## src/shared/odt_pkg.sv

```systemverilog
// Package: opcode classes, cycle types and state costs for the decoder
package odt_pkg;
  // Cycle type counts and state costs
  localparam int CNT_W = 4;
  localparam int STATES_W = 8;
  localparam int OPC_HI = 15;
  localparam int OPC_LO = 8;
  localparam logic [3:0] S_FETCH = 4'h2;
  localparam logic [3:0] S_BRADDR = 4'h2;
  localparam logic [3:0] S_STACK = 4'h2;
  localparam logic [3:0] S_BYTE_MEM = 4'h2;
  localparam logic [3:0] S_BYTE_PER_FAST = 4'h2;
  localparam logic [3:0] S_BYTE_PER_SLOW = 4'h3;
  localparam logic [3:0] S_WORD_MEM = 4'h2;
  localparam logic [3:0] S_INTERNAL = 4'h1;
  localparam logic [7:0] RESET_OPCODE = 8'h00;

  typedef enum logic [3:0] {
    OP_NONE = 4'h0,
    OP_ADD_IMM = 4'h1,
    OP_ADD_WITH_CARRY = 4'h2,
    OP_CMP_IMM = 4'h3,
    OP_SUBTRACT_WITH_BORROW = 4'h4,
    OP_OR_IMM = 4'h5,
    OP_XOR_IMM = 4'h6,
    OP_AND_IMM = 4'h7,
    OP_MOV_IMM = 4'h8,
    OP_BIT_SET = 4'h9,
    OP_SUBROUTINE_CALL = 4'hA,
    OP_MOV_STACK = 4'hB,
    OP_REG_ALU = 4'hC
  } odt_class_type;

  typedef struct packed {
    logic [CNT_W-1:0] fetch;
    logic [CNT_W-1:0] braddr;
    logic [CNT_W-1:0] stack;
    logic [CNT_W-1:0] byte_acc;
    logic [CNT_W-1:0] word_acc;
    logic [CNT_W-1:0] internal;
  } odt_cycles_type;

  typedef struct packed {
    logic byte_is_periph;
    logic periph_slow;
    logic word_is_periph;
  } odt_access_type;

  typedef struct packed {
    odt_class_type op_class;
    odt_cycles_type cycles;
    logic [STATES_W-1:0] states;
  } odt_result_type;
endpackage

```

## src/rtl/odt_cost_sum.sv

```systemverilog
// Weighted sum of cycle counts times per-cycle state costs
`timescale 1ns/1ps
`default_nettype none
module odt_cost_sum (
  // Cycle counts and access location
  input wire odt_pkg::odt_cycles_type cycles,
  input wire odt_pkg::odt_access_type access,
  // Total states
  output logic [odt_pkg::STATES_W-1:0] states
);
  import odt_pkg::*;
  logic [3:0] s_byte;
  logic [STATES_W-1:0] acc;
  always_comb begin
    // Peripheral byte cost varies by module addressed
    if (access.byte_is_periph) begin
      s_byte = access.periph_slow ? S_BYTE_PER_SLOW : S_BYTE_PER_FAST;
    end else begin
      s_byte = S_BYTE_MEM;
    end
    // Widen before multiplying so large counts cannot wrap at 4 bits
    acc = STATES_W'(cycles.fetch) * STATES_W'(S_FETCH);
    acc = acc + STATES_W'(cycles.braddr) * STATES_W'(S_BRADDR);
    acc = acc + STATES_W'(cycles.stack) * STATES_W'(S_STACK);
    acc = acc + STATES_W'(cycles.byte_acc) * STATES_W'(s_byte);
    acc = acc + STATES_W'(cycles.word_acc) * STATES_W'(S_WORD_MEM);
    acc = acc + STATES_W'(cycles.internal) * STATES_W'(S_INTERNAL);
    states = acc;
  end
endmodule
`default_nettype wire

```

## src/rtl/odt_decoder.sv

```systemverilog
// Opcode decoder with per-instruction execution state count
`timescale 1ns/1ps
`default_nettype none
module odt_decoder (
  // Clock and reset
  input wire logic clk,
  input wire logic rst,
  // Instruction in
  input wire logic instr_valid,
  input wire logic [15:0] instr_word,
  input wire odt_pkg::odt_access_type access,
  // Decoded result, registered
  output logic result_valid,
  output odt_pkg::odt_result_type result
);
  import odt_pkg::*;

  logic [7:0] opcode;
  odt_class_type cls;
  odt_cycles_type cyc;
  logic [STATES_W-1:0] states;
  logic valid_r, valid_nxt;
  odt_result_type res_r, res_nxt;

  assign opcode = instr_word[OPC_HI:OPC_LO];

  always_comb begin
    cls = OP_NONE;
    cyc = '0;
    cyc.fetch = CNT_W'(1);
    if (opcode[7]) begin
      // Immediate byte ops, one fetch each
      case (opcode[6:4])
        3'h0: cls = OP_ADD_IMM;
        3'h1: cls = OP_ADD_WITH_CARRY;
        3'h2: cls = OP_CMP_IMM;
        3'h3: cls = OP_SUBTRACT_WITH_BORROW;
        3'h4: cls = OP_OR_IMM;
        3'h5: cls = OP_XOR_IMM;
        3'h6: cls = OP_AND_IMM;
        default: cls = OP_MOV_IMM;
      endcase
    end else begin
      case (opcode)
        8'h08, 8'h09, 8'h0E, 8'h14, 8'h15, 8'h16, 8'h18, 8'h19, 8'h1E,
        8'h1C, 8'h0C, 8'h0D: begin
          cls = OP_REG_ALU;
        end
        8'h7D, 8'h7F: begin
          // Bit set on register-indirect or absolute memory
          cls = OP_BIT_SET;
          cyc.fetch = CNT_W'(2);
          cyc.byte_acc = CNT_W'(2);
        end
        8'h5F: begin
          // Call through 8-bit memory-indirect address
          cls = OP_SUBROUTINE_CALL;
          cyc.fetch = CNT_W'(2);
          cyc.braddr = CNT_W'(1);
          cyc.stack = CNT_W'(1);
        end
        8'h6C, 8'h6D: begin
          // Push/pop share the predec/postinc MOV encodings
          cls = OP_MOV_STACK;
          cyc.word_acc = CNT_W'(1);
          cyc.internal = CNT_W'(2);
        end
        default: cls = OP_NONE;
      endcase
    end
  end

  odt_cost_sum u_cost (
    .cycles(cyc),
    .access(access),
    .states(states)
  );

  always_comb begin
    valid_nxt = instr_valid;
    res_nxt = res_r;
    if (instr_valid) begin
      res_nxt.op_class = cls;
      res_nxt.cycles = cyc;
      res_nxt.states = states;
    end
  end

  always_ff @(posedge clk or posedge rst) begin
    if (rst) begin
      valid_r <= 1'b0;
      res_r <= '0;
    end else begin
      valid_r <= valid_nxt;
      res_r <= res_nxt;
    end
  end

  assign result_valid = valid_r;
  assign result = res_r;
endmodule
`default_nettype wire

```

## config.mk

```make
export PLATFORM = sky130hd
export DESIGN_NAME = odt_decoder
export DESIGN_NICKNAME = d
export VERILOG_FILES = /design/src/shared/odt_pkg.sv /design/src/rtl/odt_cost_sum.sv /design/src/rtl/odt_decoder.sv
export SDC_FILE = /design/constraint.sdc
export NUM_CORES = 1
export LEC_CHECK = 0
export BUFFER_PORTS_ARGS = -buffer_cell sky130_fd_sc_hd__buf_2
export CORE_UTILIZATION = 49
export CTS_BUF_LIST = sky130_fd_sc_hd__clkbuf_8
export CTS_CLUSTER_DIAMETER = 120
export DETAILED_ROUTE_END_ITERATION = 7
export PLACE_DENSITY = 0.87
export SETUP_SLACK_MARGIN = 0.1
export SYNTH_ARGS = -nofsm -noshare
export SYNTH_HDL_FRONTEND = slang
export SYNTH_SLANG_ARGS = --single-unit
```

## constraint.sdc

```tcl
create_clock -name clk -period 1.15 [get_ports clk]
set_input_delay 0.0575 -clock clk [delete_from_list [all_inputs] [get_ports clk]]
set_output_delay 0.0575 -clock clk [all_outputs]
set_load 0.02 [all_outputs]
```

==> out/results.ini, run 1 <==
[timing]
slew_headroom_pct=62.77
clock.fmax_ghz=0.4301
clock_skew_ns=0
hold_violations=0
worst_pin_slew_ns=0.5579
maxSlewViolCount=0
hold-worst-slack_ns=0.09089
fin_crit_sh_pct=202.2
layout_setup_ws_ns=-1.175
rsz0062_at_grt=yes
setup_viol=5
totalNegativeSetupSlack_ns=-4.090
fin_crit_ns=2.325

[floorplanning]
dieArea_um2=2390
die_h_um=48.89
initial_core_util_pct=53.28
boundaryPins=59
die_x_um=48.89
row_count=16
core_um2=2022

[grt]
use_met1_pct=28.80
grt_pass1_wl_um=4671
antenna_found_initial=0
grt_pass1_vias=1001
grt_use_total_pct=26.36
grt-busiest-layer=met2
grt_overflow=0
use_met2_pct=46.53
grt_max_degree=16
grtUsageMet3_pct=5.296

[logic_synthesis]
yosys_register_bits=15
ys_warn_count=0
synth_edf_count=0
netlist_area_um2=1077
yosysSeqAreaShare_pct=34.84
ys_async_sr_fraction_pct=100.0
synth_cell_types=36
syn_avg_cell_area_um2=10.26
synthesis.instances=105
synthFlopType=dfrtp_1

[route]
wire_per_inst_um=14.57
vias_per_cell=5.005
drt_first_pass_iters=4
route.detailed.drc=0
drt-total-wl_um=2695
routed-via-count=926
first_iter_violations=15
final_antenna_net_count=0

[power]
ir_drop_uv=786.1
power.internal_uw=905.6
switching_power_uw=405.6
p_leak_nw=0.7901
combPwrFrac_pct=24.3
seq_power_share_pct=42.7
finalPower_mw=1.311
pwr-share-clk_pct=33.0
p_sw_share_pct=30.93
power_density_nw_per_um2=839.0

[clocking]
clk-insertion-delay-late_ns=0.25
ctsLongestPathBuffers=2
clockRootBuffer=clkbuf_8
htree_levels=1
cts_tree=done
clock_sinks=15
numCtsBuffers=3
path_clk_slew_ns=0.06

[finish]
utilization_pct=77.29
nets=190
drive_above_1_share_pct=53.80
fin_area_um2=1563
instances_no_fill=185
syn2layout_area_growth_pct=45.06
n_antenna_cell=0

[job]
maxCapViolCount=0

[worst_setup_path]
cp-start-kind=input pin
arrival_ns=2.46
crit_required_ns=1.29
end_kind=register
timing.rr.start=result[1]
critPathKind=in2reg
cp_max_fo=3
critical_path.startpoint=instr_word[13]
regToRegSetupSlack_ns=0.32

[placement]
gp_congestion=0.8532
dp_worst_setup_slack_ns=-1.563
placed_cells=174
io_buffers=29
hpwl_um=1804
placed_area_um2=1393

[status]
status=complete, but fails checks
violations=negative setup slack

[hold_path]
holdCritStartpoint=instr_valid
worstHoldPathType=in2reg

layout by cell type, fill, tap and decap left out, types with 2 or more instances in the layout:
cell type	count
buf_6	2
nor2_4	2
conb_1	20
nor3_2	2
buf_2	27
a21oi_1	3
a31oi_1	2
ha_4	8
nor2_1	7
clkbuf_8	3
dfrtp_1	15
xor2_1	2
mux2_2	4
nand2_1	3
inv_1	4
mux2_4	4
buf_4	25
cell usage after synthesis (all sizes together), types with 2 or more instances:
master | n | area (µm²)
buf | 25 | 180.2
dfrtp | 15 | 375.4
ha | 8 | 100.1
xor2 | 2 | 17.52
a31oi | 2 | 12.51
nand2 | 3 | 11.26
inv | 5 | 18.77
nor2 | 9 | 36.29
a21oi | 3 | 15.01
nand4b | 2 | 32.53
mux2 | 8 | 90.09
nor3 | 2 | 10.01
logic make-up after synthesis:
family,synth area share [%]
flops,34.84
fa+ha+maj,11.15
compound gates,10.57
simple gates,13.47
buf+inv,18.81
other cells,0.3481
xor+xnor,2.439
mux,8.363
final cells by class:
type | count | area [µm²]
multi-input combinational | 78 | 716.9
fill | 121 | 459.2
sequential | 15 | 375.4
timing repair buffer | 56 | 370.4
clock buffer | 3 | 41.29
tap | 27 | 33.78
inverter | 5 | 21.27
clock inverter | 1 | 3.754
sequential cells by signal, indices dropped and copies added (netlist names):
signal,flops
result_valid,1
result,14
per-layer routing:
layer | wire length, µm | vias up
met5 | 0 | -
met4 | 45 | 0
met3 | 106 | 6
met2 | 1494 | 44
met1 | 1048 | 446
li1 | - | 430
final timing paths:
kind	endpoint	cells past startpoint
max in group asynchronous	result[32]	3
hold reg to reg	result[29]	1
hold / removal	result_valid	1
min in group asynchronous	result[28]	3
setup / recovery	result[4]	11
setup reg to reg	result[1]	1
repair_timing:
action / in CTS / in global routing
gates resized for setup: 14 / 3
hold buffers: 1 / 0
buffers inserted: 6 / 1
hold endpoints to repair: 15 / 0
setup endpoints to repair: 7 / 8
pin swaps: 12 / 6
critical path: stages:
cell and delay (ns):
buf_8 0.10, nand4b_1 0.24, nor2_4 0.21, ha_4 0.16, ha_4 0.20, ha_4 0.22
ha_4 0.15, fa_1 0.47, ha_4 0.19, ha_4 0.22, mux2_4 0.25
power groups by stage:
stage	clock network [mW]	registers, mW	logic, mW
2_1_floorplan	0	0.597	0.210
3_3_place_gp	0	0.569	0.279
3_5_place_dp	0	0.569	0.289
4_1_cts	0.433	0.560	0.308
5_1_grt	0.488	0.561	0.342
6_report	0.432	0.560	0.319
No activity file was read; power rests on OpenSTA's default activity.
==> run 2, diff against run 1 <==
Settings changed: GPL_TIMING_DRIVEN set to 0.
==> run 2 against run 1 <==
Against the previous run: the flow still finishes with violations (negative setup slack); global-route usage shrank 4.9 points; final cell count grew 7.6%; via count grew 4.1%; clock skew is the same; sequential share of layout area shrank 1.2 points; design area grew 5.4%; first-iteration DRC count shrank 13%; critical endpoint unchanged; combinational power grew 9.4%; routed wire length shrank 7.3%; sequential cell count is the same; die area is the same.
==> out/results.ini, run 2 (same netlist as run 1, synthesis figures left out) <==
[status]
status=complete, but fails checks
violations=negative setup slack

[clocking]
clock_sinks=15  ; unchanged
cts_tree=done
clockRootBuffer=clkbuf_8
numCtsBuffers=3  ; unchanged
ctsLongestPathBuffers=2  ; unchanged
htree_levels=1  ; unchanged
path_clk_slew_ns=0.06  ; about the same
clk-insertion-delay-late_ns=0.24  ; about the same

[worst_setup_path]
critical_path.startpoint=instr_word[15]
crit_top_cell=ha_4
regToRegSetupSlack_ns=0.32  ; about the same
crit_buf_inv=2  ; +1
cp_max_fo=4  ; +1
critPathKind=in2reg
cpPeakStageDelay_ns=0.48  ; about the same
path_depth=10  ; -1
path_cells=buf_8 -> nand4b_4 -> buf_4 -> nor4b_4 -> ha_4 -> ha_4 -> fa_1 -> ha_2 -> ha_4 -> mux2_4
crit_slowest_cell=fa_1
end_kind=register
endpoint=result[4]
reg2reg_depth=1  ; unchanged
crit_required_ns=1.28  ; about the same
timing.rr.start=result[1]
r2r_end=result[1]
cp-start-kind=input pin
arrival_ns=2.49  ; +0.03 ns
crit_family=adder cells

[route]
drt-total-wl_um=2497  ; -7.3%
wire_per_inst_um=12.55  ; -14%
first_iter_violations=13  ; -2
routed-via-count=964  ; +4.1%
route.detailed.drc=0  ; unchanged
drt_first_pass_iters=4  ; unchanged
final_antenna_net_count=0  ; unchanged
vias_per_cell=4.844  ; -3.2%

[floorplanning]
dieArea_um2=2390  ; unchanged
initial_core_util_pct=53.28  ; unchanged
row_count=16  ; unchanged
die_x_um=48.89  ; unchanged
boundaryPins=59  ; unchanged
die_h_um=48.89  ; unchanged
core_um2=2022  ; unchanged

[finish]
instances_no_fill=199  ; +7.6%
final_common_cell=buf_4
utilization_pct=81.44  ; +4.1 points
drive_above_1_share_pct=54.65  ; +0.85 points
nets=204  ; +7.4%
syn2layout_area_growth_pct=52.85
largest_register_ffs=14  ; unchanged
n_antenna_cell=0  ; unchanged
final_cell_mix=39 x buf_4, 25 x buf_2, 20 x conb_1

[timing]
rsz0062_at_grt=yes
maxSlewViolCount=0  ; unchanged
fin_crit_sh_pct=205.1  ; +3.0 points
worst_pin_slew_ns=0.5419  ; -0.01599 ns
slew_headroom_pct=63.83  ; +1.1 points
setup_viol=7  ; +2
hold-worst-slack_ns=0.1586  ; +0.06768 ns
clock.fmax_ghz=0.4239  ; -1.4%
layout_setup_ws_ns=-1.209  ; -0.03412 ns
fin_crit_ns=2.359  ; +0.03412 ns
clock_skew_ns=0  ; unchanged
hold_violations=0  ; unchanged

[power]
p_leak_nw=0.8624  ; +9.1%
ir_drop_uv=872.1  ; +11%
finalPower_mw=1.329  ; +1.4%
power_density_nw_per_um2=807.1  ; -3.8%

[placement]
dp_worst_setup_slack_ns=-1.721  ; -0.1578 ns
gp_congestion=0.7432  ; -13%
io_buffers=27  ; -6.9%
hpwl_um=1537  ; -15%
placed_cells=178  ; +2.3%

[grt]
grt_max_degree=16  ; unchanged
grt_pass1_vias=882  ; -12%
grt_use_total_pct=21.46  ; -4.9 points
grt_pass1_wl_um=3870  ; -17%
antenna_found_initial=0  ; unchanged
grt_overflow=0  ; unchanged

[hold_path]
worstHoldPathType=in2reg

[job]
maxCapViolCount=0  ; unchanged

run 2: changes by cell type in the layout (fill, tap and decap cells not counted), sizes merged:
cell,change
buf,+12
clkbuf,+1
clkinv,+1
dlygate4sd3,+1
inv,-1
run 2: worst min path at each step:
stage | startpoint | end | slack (ns) | cells after the start
after CTS | instr_valid | result[1] | 0.15 | 3
after detailed placement | rst | result[5] | 0.13 | 2
after floorplan | rst | result[12] | -0.04 | 1
final | instr_valid | result[1] | 0.16 | 3
after global routing | instr_valid | result[1] | 0.17 | 3
after global placement | rst | result[29] | 0.12 | 2
run 2: what timing repair did:
action,4_1_cts,5_1_grt
buffers inserted,9,6
pin swaps,13,6
endpoints found under the setup margin,6,7
endpoints found under the hold margin,16,0
hold buffers,2,0
gates resized for setup,8,1
run 2: area by class of cell:
type	instances	area (µm²)
Sequential cell	15	375.4
Clock inverter	1	5.005
Fill cell	112	375.4
Inverter	5	18.77
Timing Repair Buffer	44	282.8
Tap cell	27	33.78
Buffer	26	200.2
Multi-Input combinational cell	78	689.4
Clock buffer	3	41.29
run 2: report_power, final:
group,internal (mW),total (mW),switching (mW)
combinational,0.149,0.349,0.200
sequential,0.549,0.560,0.0108
clock,0.240,0.420,0.180
total,0.938,1.33,0.391
run 2: layer usage:
metal / track usage (%) / share of wire [%] / up-vias
met5: 0 / 0 / -
met4: 6.863 / 2.2 / 0
met3: 5.607 / 7.8 / 8
met2: 39.12 / 53 / 59
met1: 24.11 / 37 / 437
li1: - / - / 460
run 2: metrics by stage:
stage / TNS, ns / cell area (µm²)
detailed placement: -6.992 / 1433
floorplan: -5.501 / 1264
global route: -4.779 / 1647
global placement: -6.714 / 1433
finish: -4.555 / 1647
CTS: -4.230 / 1597
